`config.mk`:
```
export PLATFORM = sky130hd
export DESIGN_NAME = lst_scan_timing
export DESIGN_NICKNAME = d
export VERILOG_FILES = /design/src/core/lst_pkg.sv /design/src/core/lst_reset_sync.sv /design/src/core/lst_scan_timing.sv
export VERILOG_INCLUDE_DIRS = /design/src /design/src/core
export SDC_FILE = /design/constraint.sdc
export NUM_CORES = 1
export LEC_CHECK = 0
export CAP_MARGIN = 20
export CORE_MARGIN = 4
export CORE_UTILIZATION = 39
export DETAILED_ROUTE_END_ITERATION = 10
export DONT_BUFFER_PORTS = 1
export SLEW_MARGIN = 40
export SYNTH_ARGS = -nofsm -noshare
export SYNTH_HDL_FRONTEND = slang
export SYNTH_SLANG_ARGS = --single-unit
```
`constraint.sdc`:
```
create_clock -name clk -period 8.3 [get_ports clk]
set_clock_uncertainty 0.1 [all_clocks]
set_input_delay 1.245 -clock clk [delete_from_list [all_inputs] [get_ports clk]]
set_output_delay 1.245 -clock clk [all_outputs]
set_load 0.05 [all_outputs]
```
`src/core/lst_scan_defs.svh`:
```
// Purpose: shared constants for the scan timing and reset block
// Assumes: oscillator clock of 100 MHz (10 ns period)
// Notes:   offsets are absent, the block has no register bus
`ifndef LST_SCAN_DEFS_SVH
`define LST_SCAN_DEFS_SVH

`define LST_SEG_COUNT      132
`define LST_COM_COUNT      88

// timing
`define LST_CLK_PERIOD_NS  10
`define LST_RESUME_NS      1000
`define LST_RESUME_CYC     ((`LST_RESUME_NS + `LST_CLK_PERIOD_NS - 1) / `LST_CLK_PERIOD_NS)

// reset values
`define LST_COLUMN_RST     8'h00
`define LST_START_RST      8'h00
`define LST_PAGE_RST       4'h0
`define LST_CONTRAST_RST   8'hFF
`define LST_SERIAL_RST     8'h00
`define LST_LINE_INV_RST   6'h00

// duty codes: code k means 1/(8*(k+1)) duty
`define LST_DUTY_8         4'h0
`define LST_DUTY_16        4'h1
`define LST_DUTY_24        4'h2
`define LST_DUTY_32        4'h3
`define LST_DUTY_40        4'h4
`define LST_DUTY_48        4'h5
`define LST_DUTY_56        4'h6
`define LST_DUTY_64        4'h7
`define LST_DUTY_72        4'h8
`define LST_DUTY_80        4'h9
`define LST_DUTY_88        4'hA

// oscillator divide factor per duty
`define LST_DIV_8          6'h2C
`define LST_DIV_16         6'h16
`define LST_DIV_24         6'h0F
`define LST_DIV_32         6'h0B
`define LST_DIV_40         6'h09
`define LST_DIV_48         6'h07
`define LST_DIV_64         6'h06
`define LST_DIV_72         6'h05
`define LST_DIV_88         6'h04

// bias codes 0..6 mean 1/4..1/10; booster multiple in plain count
`define LST_BIAS_10        3'h6
`define LST_BOOST_5X       3'h5

`endif

```
`src/core/lst_pkg.sv`:
```
// Purpose: types for the scan timing and reset block
// Assumes: nothing beyond the defs header
// Notes:   command codes are a plain strobe-and-data port
package lst_pkg;

  typedef enum logic [4:0] {
    LST_CMD_DISPLAY,
    LST_CMD_INVERSE,
    LST_CMD_ADC,
    LST_CMD_RMW,
    LST_CMD_SUPPLY,
    LST_CMD_STATIC,
    LST_CMD_DRIVER,
    LST_CMD_SERIAL,
    LST_CMD_COLUMN,
    LST_CMD_START_LINE,
    LST_CMD_PAGE,
    LST_CMD_CONTRAST,
    LST_CMD_DUTY,
    LST_CMD_BIAS,
    LST_CMD_BOOST,
    LST_CMD_LINE_INV,
    LST_CMD_SW_RESET
  } lst_cmd_t;

endpackage

```
`src/core/lst_reset_sync.sv`:
```
// Purpose: async-assert, sync-release reset plus post-release settle wait
// Assumes: rst_b is the hardware reset pin, active low
// Notes:   runReady rises a fixed settle time after the synced release
`timescale 1ns/10ps
`default_nettype none
`include "lst_scan_defs.svh"

module lst_reset_sync (
  input  wire logic clk,
  input  wire logic rst_b,
  output var  logic runReady
);

  localparam int WAIT_HI = `LST_RESUME_CYC;
  localparam int WAIT_LO = `LST_RESUME_CYC - 1;
  localparam logic [7:0] WAIT_LAST = 8'(`LST_RESUME_CYC - 1);

  logic       relMeta;
  logic       relMid;
  logic       relDone;
  logic [7:0] settleCount;
  logic [7:0] next_settleCount;
  logic       next_runReady;

  // settle counter starts once the release has passed the chain
  always_comb begin
    next_settleCount = settleCount;
    next_runReady    = runReady;
    if (relDone && !runReady) begin
      next_settleCount = settleCount + 8'h01;
      next_runReady    = (settleCount == WAIT_LAST);
    end
  end

  // release chain: the first stage feeds only the second
  always_ff @(posedge clk or negedge rst_b) begin
    if (!rst_b) begin
      relMeta     <= 1'b0;
      relMid      <= 1'b0;
      relDone     <= 1'b0;
      settleCount <= 8'h00;
      runReady    <= 1'b0;
    end else begin
      relMeta     <= 1'b1;
      relMid      <= relMeta;
      relDone     <= relMid;
      settleCount <= next_settleCount;
      runReady    <= next_runReady;
    end
  end

  property p_resume_late;
    @(posedge clk) disable iff (!rst_b) $rose(relDone) |-> ##WAIT_LO !runReady;
  endproperty
  a_resume_late: assert property (p_resume_late) else $error("scan resumed too early");

  property p_resume_on_time;
    @(posedge clk) disable iff (!rst_b) $rose(relDone) |-> ##WAIT_HI runReady;
  endproperty
  a_resume_on_time: assert property (p_resume_on_time) else $error("scan resumed late");

endmodule
`default_nettype wire

```
`src/core/lst_scan_timing.sv`:
```
// Purpose: display line clock, line counter, latch, common scan and reset init
// Assumes: clk is the free-running oscillator, rst_b the hardware reset pin
// Notes:   ramLineData must return the line at ramLineAddr within one line
//
// Contract
// - Reset forces display off, normal, ADC normal, RMW off, supply off, drivers off.
// - Reset zeroes column counter, start line and page address.
// - Reset sets contrast FF, duty 1/88, bias 1/10, boost x5, line inversion 0.
// - Normal operation resumes 1 us after reset rises.
// - Oscillator and data bus pins untouched by hardware reset.
// - Software reset loads only address, start, contrast, duty, bias, boost, inversion.
// - Each common cycle latches one 132-bit RAM line for the segments.
// - Display on, inverse and static drive alter latched data only.
// - Line counter and latch strobe come from the line clock.
// - Latch transfer is independent of host RAM accesses.
// - Commons are scanned one per line clock by a shift register.
// - Output level combines pixel, common selection and frame alternation.
// - Frame alternation toggles per frame, or every n lines.
// - Inversion register holds n minus one; zero disables.
// - Line clock is oscillator divided by the duty-dependent factor.
// - Mask option sets common order; version B reverses it.
// - Supply off disables booster, regulator and followers together.
// - Straps gate booster and regulator; followers enabled whenever supply is on.
// - Line counter resets on frame signal change, counts once per line.
`timescale 1ns/10ps
`default_nettype none
`include "lst_scan_defs.svh"

module lst_scan_timing #(
  parameter bit MASK_REVERSE = 1'b0
) (
  input  wire logic                          clk,
  input  wire logic                          rst_b,
  input  wire logic                          cmdValid,
  input  wire lst_pkg::lst_cmd_t             cmdCode,
  input  wire logic [7:0]                    cmdData,
  input  wire logic [`LST_SEG_COUNT-1:0]     ramLineData,
  input  wire logic                          supply_strap_a,
  input  wire logic                          supply_strap_b,
  output var  logic [7:0]                    ramLineAddr,
  output var  logic                          line_scan_clock,
  output var  logic                          frame_alternation,
  output var  logic [`LST_SEG_COUNT-1:0]     segLevel,
  output var  logic [`LST_COM_COUNT-1:0]     comLevel,
  output var  logic                          boosterEn,
  output var  logic                          regulatorEn,
  output var  logic                          followerEn,
  output var  logic                          scanRunning,
  output var  logic                          displayOn,
  output var  logic                          inverseOn,
  output var  logic                          adcReverse,
  output var  logic                          rmwMode,
  output var  logic                          supplyOn,
  output var  logic                          staticOn,
  output var  logic                          driverOn,
  output var  logic [7:0]                    serialShift,
  output var  logic [7:0]                    columnAddr,
  output var  logic [7:0]                    startLine,
  output var  logic [3:0]                    pageAddr,
  output var  logic [7:0]                    contrast_level,
  output var  logic [3:0]                    dutySel,
  output var  logic [2:0]                    biasSel,
  output var  logic [2:0]                    boostMult,
  output var  logic [5:0]                    lineInvCount
);

  // oscillator cycles per line for a duty code
  function automatic logic [5:0] dutyDivide(input logic [3:0] duty);
    logic [5:0] div;
    div = `LST_DIV_88;
    unique case (duty)
      `LST_DUTY_8:                div = `LST_DIV_8;
      `LST_DUTY_16:               div = `LST_DIV_16;
      `LST_DUTY_24:               div = `LST_DIV_24;
      `LST_DUTY_32:               div = `LST_DIV_32;
      `LST_DUTY_40:               div = `LST_DIV_40;
      `LST_DUTY_48:               div = `LST_DIV_48;
      `LST_DUTY_56, `LST_DUTY_64: div = `LST_DIV_64;
      `LST_DUTY_72:               div = `LST_DIV_72;
      default:                    div = `LST_DIV_88;
    endcase
    return div;
  endfunction

  // lines per frame for a duty code
  function automatic logic [6:0] dutyLines(input logic [3:0] duty);
    return 7'((7'(duty) + 7'h01) << 3);
  endfunction

  logic                      runReady;
  logic                      next_displayOn, next_inverseOn, next_adcReverse, next_rmwMode;
  logic                      next_supplyOn, next_staticOn, next_driverOn;
  logic [7:0]                next_serialShift, next_columnAddr, next_startLine, next_contrast;
  logic [3:0]                next_pageAddr, next_dutySel;
  logic [2:0]                next_biasSel, next_boostMult;
  logic [5:0]                next_lineInvCount;
  logic [5:0]                divCount, next_divCount;
  logic [6:0]                lineCount, next_lineCount;
  logic [5:0]                invCount, next_invCount;
  logic                      frameSig, next_frameSig;
  logic                      next_frameAlt, next_lineClock;
  logic [7:0]                next_ramLineAddr;
  logic [`LST_COM_COUNT-1:0] comShift, next_comShift;
  logic [`LST_SEG_COUNT-1:0] latchData, next_latchData;
  logic [`LST_SEG_COUNT-1:0] segPix, segShown, next_segLevel;
  logic [`LST_COM_COUNT-1:0] comPad, next_comLevel;
  logic                      tick, lastLine;
  logic [1:0]                strapMeta, strapMid, strapLate, strapState, next_strapState;
  logic                      next_boosterEn, next_regulatorEn, next_followerEn;

  // settle gate; the oscillator itself is never stopped by reset
  lst_reset_sync u_reset_sync (
    .clk      (clk),
    .rst_b    (rst_b),
    .runReady (runReady)
  );

  // command decode; software reset touches address and analog settings only
  always_comb begin
    next_displayOn    = displayOn;
    next_inverseOn    = inverseOn;
    next_adcReverse   = adcReverse;
    next_rmwMode      = rmwMode;
    next_supplyOn     = supplyOn;
    next_staticOn     = staticOn;
    next_driverOn     = driverOn;
    next_serialShift  = serialShift;
    next_columnAddr   = columnAddr;
    next_startLine    = startLine;
    next_pageAddr     = pageAddr;
    next_contrast     = contrast_level;
    next_dutySel      = dutySel;
    next_biasSel      = biasSel;
    next_boostMult    = boostMult;
    next_lineInvCount = lineInvCount;
    if (cmdValid) begin
      unique case (cmdCode)
        lst_pkg::LST_CMD_DISPLAY:    next_displayOn = cmdData[0];
        lst_pkg::LST_CMD_INVERSE:    next_inverseOn = cmdData[0];
        lst_pkg::LST_CMD_ADC:        next_adcReverse = cmdData[0];
        lst_pkg::LST_CMD_RMW:        next_rmwMode = cmdData[0];
        lst_pkg::LST_CMD_SUPPLY:     next_supplyOn = cmdData[0];
        lst_pkg::LST_CMD_STATIC:     next_staticOn = cmdData[0];
        lst_pkg::LST_CMD_DRIVER:     next_driverOn = cmdData[0];
        lst_pkg::LST_CMD_SERIAL:     next_serialShift = cmdData;
        lst_pkg::LST_CMD_COLUMN:     next_columnAddr = cmdData;
        lst_pkg::LST_CMD_START_LINE: next_startLine = cmdData;
        lst_pkg::LST_CMD_PAGE:       next_pageAddr = cmdData[3:0];
        lst_pkg::LST_CMD_CONTRAST:   next_contrast = cmdData;
        lst_pkg::LST_CMD_DUTY: begin
          // unknown duty codes are dropped so the divider stays legal
          if (cmdData[3:0] <= `LST_DUTY_88) next_dutySel = cmdData[3:0];
        end
        lst_pkg::LST_CMD_BIAS: begin
          if (cmdData[2:0] <= `LST_BIAS_10) next_biasSel = cmdData[2:0];
        end
        lst_pkg::LST_CMD_BOOST:      next_boostMult = cmdData[2:0];
        lst_pkg::LST_CMD_LINE_INV:   next_lineInvCount = cmdData[5:0];
        lst_pkg::LST_CMD_SW_RESET: begin
          next_columnAddr   = `LST_COLUMN_RST;
          next_startLine    = `LST_START_RST;
          next_pageAddr     = `LST_PAGE_RST;
          next_contrast     = `LST_CONTRAST_RST;
          next_dutySel      = `LST_DUTY_88;
          next_biasSel      = `LST_BIAS_10;
          next_boostMult    = `LST_BOOST_5X;
          next_lineInvCount = `LST_LINE_INV_RST;
        end
        default: ;
      endcase
    end
  end

  // settings held at init values for as long as the pin stays low
  always_ff @(posedge clk or negedge rst_b) begin
    if (!rst_b) begin
      displayOn      <= 1'b0;
      inverseOn      <= 1'b0;
      adcReverse     <= 1'b0;
      rmwMode        <= 1'b0;
      supplyOn       <= 1'b0;
      staticOn       <= 1'b0;
      driverOn       <= 1'b0;
      serialShift    <= `LST_SERIAL_RST;
      columnAddr     <= `LST_COLUMN_RST;
      startLine      <= `LST_START_RST;
      pageAddr       <= `LST_PAGE_RST;
      contrast_level <= `LST_CONTRAST_RST;
      dutySel        <= `LST_DUTY_88;
      biasSel        <= `LST_BIAS_10;
      boostMult      <= `LST_BOOST_5X;
      lineInvCount   <= `LST_LINE_INV_RST;
    end else begin
      displayOn      <= next_displayOn;
      inverseOn      <= next_inverseOn;
      adcReverse     <= next_adcReverse;
      rmwMode        <= next_rmwMode;
      supplyOn       <= next_supplyOn;
      staticOn       <= next_staticOn;
      driverOn       <= next_driverOn;
      serialShift    <= next_serialShift;
      columnAddr     <= next_columnAddr;
      startLine      <= next_startLine;
      pageAddr       <= next_pageAddr;
      contrast_level <= next_contrast;
      dutySel        <= next_dutySel;
      biasSel        <= next_biasSel;
      boostMult      <= next_boostMult;
      lineInvCount   <= next_lineInvCount;
    end
  end

  // >= rather than == so a duty change mid-line cannot skip the wrap
  assign tick     = (divCount >= dutyDivide(dutySel) - 6'h01);
  assign lastLine = (lineCount >= dutyLines(dutySel) - 7'h01);

  // line timing: divider, line counter, latch, common shift, alternation
  always_comb begin
    next_divCount    = 6'h00;
    next_lineCount   = 7'h00;
    next_invCount    = 6'h00;
    next_frameSig    = 1'b0;
    next_frameAlt    = 1'b0;
    next_lineClock   = 1'b0;
    next_ramLineAddr = startLine;
    next_comShift    = '0;
    next_latchData   = '0;
    if (runReady) begin
      next_divCount    = tick ? 6'h00 : divCount + 6'h01;
      next_lineClock   = tick;
      next_lineCount   = lineCount;
      next_invCount    = invCount;
      next_frameSig    = frameSig;
      next_frameAlt    = frame_alternation;
      next_ramLineAddr = ramLineAddr;
      next_comShift    = comShift;
      next_latchData   = latchData;
      if (tick) begin
        // RAM port is read only here, so host writes never tear a line
        next_latchData = ramLineData;
        next_comShift  = (lineCount == 7'h00) ? `LST_COM_COUNT'(1) : comShift << 1;
        if (lastLine) begin
          next_frameSig  = ~frameSig;
          next_lineCount = 7'h00;
        end else begin
          next_lineCount = lineCount + 7'h01;
        end
        next_ramLineAddr = startLine + 8'(next_lineCount);
        if (lineInvCount != 6'h00) begin
          if (invCount >= lineInvCount) begin
            next_invCount = 6'h00;
            next_frameAlt = ~frame_alternation;
          end else begin
            next_invCount = invCount + 6'h01;
          end
        end else begin
          next_frameAlt = next_frameSig;
        end
      end
    end
  end

  always_ff @(posedge clk or negedge rst_b) begin
    if (!rst_b) begin
      divCount          <= 6'h00;
      lineCount         <= 7'h00;
      invCount          <= 6'h00;
      frameSig          <= 1'b0;
      frame_alternation <= 1'b0;
      line_scan_clock   <= 1'b0;
      ramLineAddr       <= 8'h00;
      comShift          <= '0;
      latchData         <= '0;
    end else begin
      divCount          <= next_divCount;
      lineCount         <= next_lineCount;
      invCount          <= next_invCount;
      frameSig          <= next_frameSig;
      frame_alternation <= next_frameAlt;
      line_scan_clock   <= next_lineClock;
      ramLineAddr       <= next_ramLineAddr;
      comShift          <= next_comShift;
      latchData         <= next_latchData;
    end
  end

  // column direction and mask-option common order
  for (genvar i = 0; i < `LST_SEG_COUNT; i++) begin : g_seg
    assign segPix[i] = adcReverse ? latchData[`LST_SEG_COUNT-1-i] : latchData[i];
  end
  for (genvar j = 0; j < `LST_COM_COUNT; j++) begin : g_com
    assign comPad[j] = MASK_REVERSE ? comShift[`LST_COM_COUNT-1-j] : comShift[j];
  end

  // display modifiers act on latched bits, never on RAM contents
  assign segShown = ((segPix | {`LST_SEG_COUNT{staticOn}}) ^ {`LST_SEG_COUNT{inverseOn}})
                    & {`LST_SEG_COUNT{displayOn}};

  // level 1 picks the outer rail; drivers off pulls every level low
  always_comb begin
    next_segLevel = '0;
    next_comLevel = '0;
    if (driverOn) begin
      next_segLevel = segShown ^ {`LST_SEG_COUNT{frame_alternation}};
      next_comLevel = comPad ^ {`LST_COM_COUNT{~frame_alternation}};
    end
    // strap pins settle once the second and third stages agree
    next_strapState  = (~(strapMid ^ strapLate) & strapLate)
                       | ((strapMid ^ strapLate) & strapState);
    next_boosterEn   = supplyOn & ~strapState[0];
    next_regulatorEn = supplyOn & ~(strapState[0] & strapState[1]);
    next_followerEn  = supplyOn;
  end

  always_ff @(posedge clk or negedge rst_b) begin
    if (!rst_b) begin
      segLevel    <= '0;
      comLevel    <= '0;
      strapMeta   <= 2'h0;
      strapMid    <= 2'h0;
      strapLate   <= 2'h0;
      strapState  <= 2'h0;
      boosterEn   <= 1'b0;
      regulatorEn <= 1'b0;
      followerEn  <= 1'b0;
      scanRunning <= 1'b0;
    end else begin
      segLevel    <= next_segLevel;
      comLevel    <= next_comLevel;
      strapMeta   <= {supply_strap_b, supply_strap_a};
      strapMid    <= strapMeta;
      strapLate   <= strapMid;
      strapState  <= next_strapState;
      boosterEn   <= next_boosterEn;
      regulatorEn <= next_regulatorEn;
      followerEn  <= next_followerEn;
      scanRunning <= runReady;
    end
  end

  property p_reset_flags;
    @(posedge clk) disable iff (!rst_b)
      $rose(rst_b) |-> !displayOn && !inverseOn && !adcReverse && !rmwMode && !supplyOn
                       && !staticOn && !driverOn && serialShift == 8'h00;
  endproperty
  a_reset_flags: assert property (p_reset_flags) else $error("flags not cleared by reset");

  property p_reset_addr;
    @(posedge clk) disable iff (!rst_b)
      $rose(rst_b) |-> columnAddr == 8'h00 && startLine == 8'h00 && pageAddr == 4'h0;
  endproperty
  a_reset_addr: assert property (p_reset_addr) else $error("addresses not cleared");

  property p_reset_analog;
    @(posedge clk) disable iff (!rst_b)
      $rose(rst_b) |-> contrast_level == 8'hFF && dutySel == 4'hA && biasSel == 3'h6
                       && boostMult == 3'h5 && lineInvCount == 6'h00;
  endproperty
  a_reset_analog: assert property (p_reset_analog) else $error("analog init wrong");

  property p_sw_reset;
    @(posedge clk) disable iff (!rst_b)
      cmdValid && cmdCode == lst_pkg::LST_CMD_SW_RESET |=> contrast_level == 8'hFF
      && dutySel == 4'hA && columnAddr == 8'h00 && displayOn == $past(displayOn)
      && supplyOn == $past(supplyOn);
  endproperty
  a_sw_reset: assert property (p_sw_reset) else $error("software reset scope wrong");

  property p_latch;
    @(posedge clk) disable iff (!rst_b)
      runReady && tick |=> latchData == $past(ramLineData) && line_scan_clock;
  endproperty
  a_latch: assert property (p_latch) else $error("line not latched on line clock");

  // quiet for three more edges, as a duty change there would move the next tick
  property p_divide_88;
    @(posedge clk) disable iff (!rst_b)
      runReady && tick && dutySel == 4'hA && !cmdValid ##1 (!cmdValid)[*3]
      |-> !line_scan_clock && !$past(line_scan_clock) ##1 !line_scan_clock ##1 line_scan_clock;
  endproperty
  a_divide_88: assert property (p_divide_88) else $error("line clock divide wrong");

  property p_line_restart;
    @(posedge clk) disable iff (!rst_b) $changed(frameSig) |-> lineCount == 7'h00;
  endproperty
  a_line_restart: assert property (p_line_restart) else $error("line count not restarted");

  property p_com_onehot;
    @(posedge clk) disable iff (!rst_b) $onehot0(comShift);
  endproperty
  a_com_onehot: assert property (p_com_onehot) else $error("more than one common selected");

  property p_strap_gate;
    @(posedge clk) disable iff (!rst_b)
      strapState == 2'h3 |=> !regulatorEn && !boosterEn && followerEn == $past(supplyOn);
  endproperty
  a_strap_gate: assert property (p_strap_gate) else $error("strap gating wrong");

endmodule
`default_nettype wire

```
==> flow_metrics.py, run 1 <==
metrics = {
    "routing": {
        "drtIter0Drc": 1118,
        "drcViolationCount": 0,
        "vias": 17963,
        "ant_nets": 0,
        "first_pass_iters": 5,
        "wl_per_cell_um": 19.8,
        "drt_wl_total_um": 68300,
        "vias_per_cell": 5.22,
    },
    "clocking": {
        "cts_root_buffer": "clkbuf_16",
        "clkTransAtPathRegs_ns": 0.06,
        "worstSkewPairLatency_ns": 0.63,
        "cts_buffer_depth": 3,
        "cts-resized-gates": 0,
        "post_cts_buffers": 0,
        "cts_tree": "yes",
        "holdBufCountCts": 0,
        "cts.sinks": 553,
        "htree_levels": 2,
        "cts_buffers": 61,
    },
    "die": {
        "die_area_mm2": 0.0727,
        "die_w_um": 270,
        "die_y_um": 270,
        "initial_core_util_pct": 39.5,
        "fp.coreArea_mm2": 0.0675,
        "ioPinCount": 443,
        "rows": 95,
    },
    "job": {
        "drv_cap": 0,
    },
    "setup_path": {
        "critPathArrivalTime_ns": 5.67,
        "crit_start": "dutySel[0]$_DFFE_PN0P_",
        "required_ns": 8.76,
        "crit_path_end": "ramLineAddr[6]$_DFFE_PN0P_",
        "r2r_cells": 19,
        "cp-end-kind": "flip-flop",
        "reg2reg_to": "ramLineAddr[6]$_DFFE_PN0P_",
        "start_kind": "flip-flop",
        "critical_path_class": "reg2reg",
        "path_max_fanout": 7,
        "rr_startpoint": "dutySel[0]$_DFFE_PN0P_",
        "reg2reg_slack_ns": 3.09,
    },
    "synthesis": {
        "syn_area_mm2": 0.0267,
        "ys_seq_elements": 553,
        "ys_types": 59,
        "yosysTopAreaCell": "dfrtp_1",
        "ys_seq_area_share_pct": 51.9,
        "syn_inst": 2624,
        "synth-main-ff-cell": "dfrtp_1",
        "synth_top_area_share_pct": 50.5,
        "syn_nets": 2808,
        "synth_area_leaders": "dfrtp_1, xnor2_1, nand2_1",
        "synth-edff-count": 0,
        "syn_avg_cell_area_um2": 10.2,
        "ys_warn_count": 0,
        "async_flop_share_pct": 100,
    },
    "placement": {
        "gp_congestion": 0.857,
        "dp_hpwl_um": 45300,
        "dpl_cell_area_mm2": 0.0273,
        "port_buffers": 0,
    },
    "finish": {
        "final_cell_mix": "dfrtp_1, nand2_1, xnor2_1, and2_1, a21oi_1",
        "layout_commonest_cell": "dfrtp_1",
        "final_area_mm2": 0.0296,
        "syn2layout_area_growth_pct": 10.9,
        "drive_gt1_share_pct": 8.04,
        "fin_nets": 2695,
        "utilization_pct": 43.9,
        "nFillCells": 6396,
    },
    "global_routing": {
        "grt_max_degree": 554,
        "grt-ovfl-total": 0,
        "grt_pass1_wl_um": 107000,
        "grt_pass1_vias": 17976,
        "grt_use_total_pct": 18.3,
        "antenna_found_initial": 8,
    },
    "min_path": {
        "hold_class": "in2async",
    },
    "sta": {
        "setup_tns_ns": 0,
        "rsz0062_at_grt": "false",
        "post-route-period-util_pct": 62.7,
        "tightest_slew_ns": 0.828,
        "setup_viol": 0,
        "drv_slew": 0,
        "min_period_ns": 5.21,
        "slew_headroom_pct": 44.8,
        "fmax_ghz": 0.192,
        "hold_violations": 0,
    },
    "power_and_ir_drop": {
        "max-vdd-ir-drop_uv": 179,
        "power_leakage_nw": 12.3,
        "p_per_area_mw_per_mm2": 275,
    },
    "status": {
        "status": "finished, final reports clean",
    },
}
==> cells by family (layout without fill, tap and decap cells) <==
kind of cell / Yosys count / count (layout) / share of synthesized area (%)
compound gates: 448 / 448 / 11.5
other cells: 1 / 10 / 0.0140
simple gates: 935 / 935 / 17.1
fa+ha+maj: 38 / 38 / 1.78
buf+inv: 226 / 164 / 3.45
flops: 553 / 553 / 51.9
xor+xnor: 378 / 378 / 12.4
mux: 45 / 45 / 1.88
==> per-stage QoR <==
stage / hold slack [ns] / setup WS (ns) / cells / power [mW]
4_1_cts: 0.182 / 3.10 / 3429 / 8.20
3_3_place_gp: 0.234 / 3.10 / 3312 / 5.24
6_report: 0.209 / 3.09 / 3444 / 8.15
3_5_place_dp: 0.238 / 3.12 / 3315 / 5.28
2_1_floorplan: 0.231 / 3.51 / 2624 / 4.94
5_1_grt: 0.178 / 2.83 / 3440 / 8.56
==> per-layer routing <==
metal	global-route usage, %	routed length, µm	vias to the layer above
met5	0	20	-
met4	6.33	2140	2
met3	3.92	3700	113
met2	31.2	33700	430
met1	23.0	28700	9012
li1	-	-	8406
==> cells in the mapped netlist, drive strengths merged (4+ instances only) <==
library cell / n
dfrtp: 539
nand2: 470
xnor2: 366
and2: 223
a21oi: 151
nor2b: 144
a211oi: 137
clkbuf: 116
buf: 88
a22o: 87
mux2: 42
nor2: 38
ha: 33
o21ai: 24
inv: 22
nand3: 20
dfstp: 14
xor2: 12
a21boi: 9
a21o: 9
a31oi: 8
and3: 6
nand2b: 6
nor3: 5
nor4: 5
maj3: 4
nand4: 4
o211ai: 4
o21a: 4
o22ai: 4
or2: 4
or3: 4
==> final cells by class <==
cell class | instances | area, µm² | share of cell area, %
clock inverter | 26 | 425 | 1.44
tap | 873 | 1090 | 3.69
sequential | 553 | 13900 | 46.9
inverter | 22 | 85.1 | 0.287
antenna | 9 | 22.5 | 0.0761
multi-input combinational | 1845 | 12000 | 40.4
timing repair buffer | 28 | 398 | 1.34
clock buffer | 88 | 1740 | 5.87
==> critical path: stages, from the launching register on <==
cell	delay, ns
dfrtp_1	0.78
inv_1	0.21
ha_1	0.38
nor2_1	0.16
xor2_1	0.16
nand2_1	0.08
xnor2_1	0.16
ha_1	0.29
nand2_1	0.07
or3_4	0.40
nand2_1	0.21
nor2_1	0.10
ha_1	0.24
fa_1	0.45
a211oi_1	0.23
nor2_1	0.09
or2_2	0.28
maj3_2	0.31
or3_1	0.34
nand4_1	0.09
==> worst min-delay path by stage <==
| stage | from | end | slack [ns] | cells after the start |
|---|---|---|---|---|
| after floorplan | strapMeta[0]$_DFF_PN0_ | strapMid[0]$_DFF_PN0_ | 0.23 | 0 |
| after global placement | u_reset_sync.relMeta$_DFF_PN0_ | u_reset_sync.relMid$_DFF_PN0_ | 0.23 | 0 |
| after detailed placement | u_reset_sync.relMeta$_DFF_PN0_ | u_reset_sync.relMid$_DFF_PN0_ | 0.24 | 0 |
| after CTS | rst_b | segLevel[99]$_DFF_PN0_ | 0.18 | 0 |
| after global routing | rst_b | segLevel[100]$_DFF_PN0_ | 0.18 | 0 |
| final | rst_b | segLevel[93]$_DFF_PN0_ | 0.21 | 0 |
==> state kept, by name, indices dropped and copies added (netlist names), 2 cells and up, named ones only <==
register / count
comPad: 88
strapLate: 2
dutySel: 4
ramLineAddr: 8
latchData: 132
pageAddr: 4
lineCount: 7
startLine: 8
comLevel: 88
columnAddr: 8
invCount: 6
divCount: 6
serialShift: 8
segLevel: 132
strapMid: 2
lineInvCount: 6
u_reset_sync.settleCount: 8
contrast_level: 8
biasSel: 3
strapMeta: 2
boostMult: 3
==> power breakdown <==
part / switching [mW] / internal, mW / leakage (nW)
combinational: 0.828 / 0.544 / 3.79
sequential: 0.969 / 2.93 / 7.44
clock: 1.11 / 1.76 / 1.04
total: 2.91 / 5.24 / 12.3
Note: power is estimated with default switching activity, not from simulation.
==> run 2, diff against run 1 <==
==> constraint.sdc (replaced) <==
create_clock -name clk -period 5.3 [get_ports clk]
set_clock_uncertainty 0.1 [all_clocks]
set_input_delay 0.795 -clock clk [delete_from_list [all_inputs] [get_ports clk]]
set_output_delay 0.795 -clock clk [all_outputs]
set_load 0.05 [all_outputs]
==> flow_metrics.py, run 2 (synthesis gave the netlist of run 1 again) <==
metrics = {
    "job": {
        "drv_cap": 0,
    },
    "setup_path": {
        "cp-end-kind": "flip-flop",
        "critical_path_class": "reg2reg",
        "required_ns": 5.73,
        "start_kind": "flip-flop",
        "critPathArrivalTime_ns": 5.28,
        "path_max_fanout": 7,
        "r2r_cells": 19,
    },
    "sta": {
        "fmax_ghz": 0.206,
        "setup_viol": 0,
        "rsz0062_at_grt": "false",
        "slew_headroom_pct": -85.5,
        "drv_slew": 432,
        "min_period_ns": 4.86,
        "post-route-period-util_pct": 91.6,
        "hold_violations": 75,
        "setup_tns_ns": 0,
        "tightest_slew_ns": 2.78,
        "hold_slack_ns": -0.193,
    },
    "routing": {
        "ant_nets": 0,
        "wl_per_cell_um": 19.8,
        "first_pass_iters": 5,
        "vias": 18096,
        "drt_wl_total_um": 68700,
        "drcViolationCount": 0,
        "vias_per_cell": 5.23,
        "drtIter0Drc": 1157,
    },
    "power_and_ir_drop": {
        "power_leakage_nw": 12.4,
        "p_per_area_mw_per_mm2": 432,
        "p_int_mw": 8.32,
        "pwr-share-seq_pct": 47.3,
        "sw_frac_of_total_pct": 35.4,
        "pwr-share-clk_pct": 36.1,
        "max-vdd-ir-drop_uv": 292,
        "switchingPower_mw": 4.55,
        "combPwrFrac_pct": 16.6,
    },
    "min_path": {
        "hold_class": "in2async",
    },
    "finish": {
        "layout_commonest_cell": "dfrtp_1",
        "fin_nets": 2708,
        "utilization_pct": 44.2,
        "final_cell_mix": "dfrtp_1, nand2_1, xnor2_1, and2_1, a21oi_1",
        "nFillCells": 6408,
        "syn2layout_area_growth_pct": 11.7,
        "stdcell_count": 3463,
        "top_regs": "latchData: 132 flops, segLevel: 132 flops",
        "drive_gt1_share_pct": 8.66,
    },
    "clocking": {
        "clkTransAtPathRegs_ns": 0.06,
        "cts_root_buffer": "clkbuf_16",
        "cts_buffer_depth": 3,
        "cts_buffers": 66,
        "worstSkewPairLatency_ns": 0.59,
        "htree_levels": 3,
        "post_cts_buffers": 0,
        "cts.sinks": 553,
        "cts_tree": "yes",
    },
    "global_routing": {
        "grt-ovfl-total": 0,
        "antenna_found_initial": 16,
        "grt_pass1_wl_um": 108000,
        "grt_pass1_vias": 18159,
        "grt_use_total_pct": 18.5,
        "grt_max_degree": 554,
    },
    "status": {
        "status": "complete, but fails checks",
        "violations": "negative hold slack, max-slew violations",
    },
    "placement": {
        "dp_hpwl_um": 46200,
        "gp_congestion": 0.845,
        "dp.cells": 3329,
        "port_buffers": 0,
    },
    "die": {
        "ioPinCount": 443,
        "die_w_um": 270,
        "rows": 95,
        "fp.coreArea_mm2": 0.0675,
        "die_y_um": 270,
        "initial_core_util_pct": 39.5,
        "die_area_mm2": 0.0727,
    },
}
[run 2: worst max-delay path: stages, from the launching register on]
cell      delay [ns]
dfstp_2         0.58
inv_1           0.10
ha_1            0.31
nor2_1          0.14
xor2_1          0.17
nand2_1         0.10
xnor2_1         0.15
ha_1            0.30
nand2_1         0.07
or3_4           0.40
nand2_1         0.21
nor2_1          0.09
ha_1            0.24
fa_1            0.46
a211oi_1        0.25
nor2_1          0.09
or2_2           0.28
maj3_2          0.30
or3_1           0.35
nand4_1         0.10
[run 2: repair_timing]
item                                    in CTS  in global routing
hold endpoints to repair                   539                539
endpoints found under the setup margin       0                  0
gates resized for setup                      0                  0
[run 2: stage by stage]
step	cell area [µm²]	setup WS, ns	hold slack [ns]	total power [mW]
5_1_grt	29800	0.151	-0.233	13.5
2_1_floorplan	26700	0.509	0.231	7.74
4_1_cts	29800	0.520	-0.244	13.1
3_3_place_gp	27400	0.517	0.232	8.26
3_5_place_dp	27500	0.538	0.237	8.35
6_report	29800	0.443	-0.193	12.9
[run 2: worst paths after layout]
check,startpoint,to,slack [ns]
min reg2reg,u_reset_sync.relMeta$_DFF_PN0_,u_reset_sync.relMid$_DFF_PN0_,0.25
max in group asynchronous,rst_b,segLevel[124]$_DFF_PN0_,3.10
min,rst_b,segLevel[39]$_DFF_PN0_,-0.19
max reg2reg,dutySel[1]$_DFFE_PN1P_,ramLineAddr[6]$_DFFE_PN0P_,0.44
max,dutySel[1]$_DFFE_PN1P_,ramLineAddr[6]$_DFFE_PN0P_,0.44
min in group clk,supply_strap_b,strapMeta[1]$_DFF_PN0_,0.14
[run 2: layer usage]
metal  GRT usage, %  vias up  routed length (µm)
li1               -     8454                   -
met1           22.6     8986               27800
met2           30.5      504               33500
met3           4.77      150                4410
met4           8.91        2                3010
met5              0        -                  13
[run 2: final cells by class]
class	instances	area, µm²	share of cell area, %
flip-flops and latches	553	13900	46.5
multi-input cells	1845	12000	40.1
clock buffers	89	1870	6.27
well taps	873	1090	3.66
repair buffers	36	508	1.70
clock inverters	29	383	1.28
inverters	22	85.1	0.285
diodes	16	40.0	0.134
[run 2: power by group through the flow]
stage	Combinational (mW)	Clock (mW)	Sequential (mW)
after floorplan	1.73	0	6.01
after detailed placement	2.16	0	6.18
after CTS	2.17	4.80	6.11
after global placement	2.02	0	6.23
after global routing	2.39	4.98	6.13
final	2.13	4.65	6.09
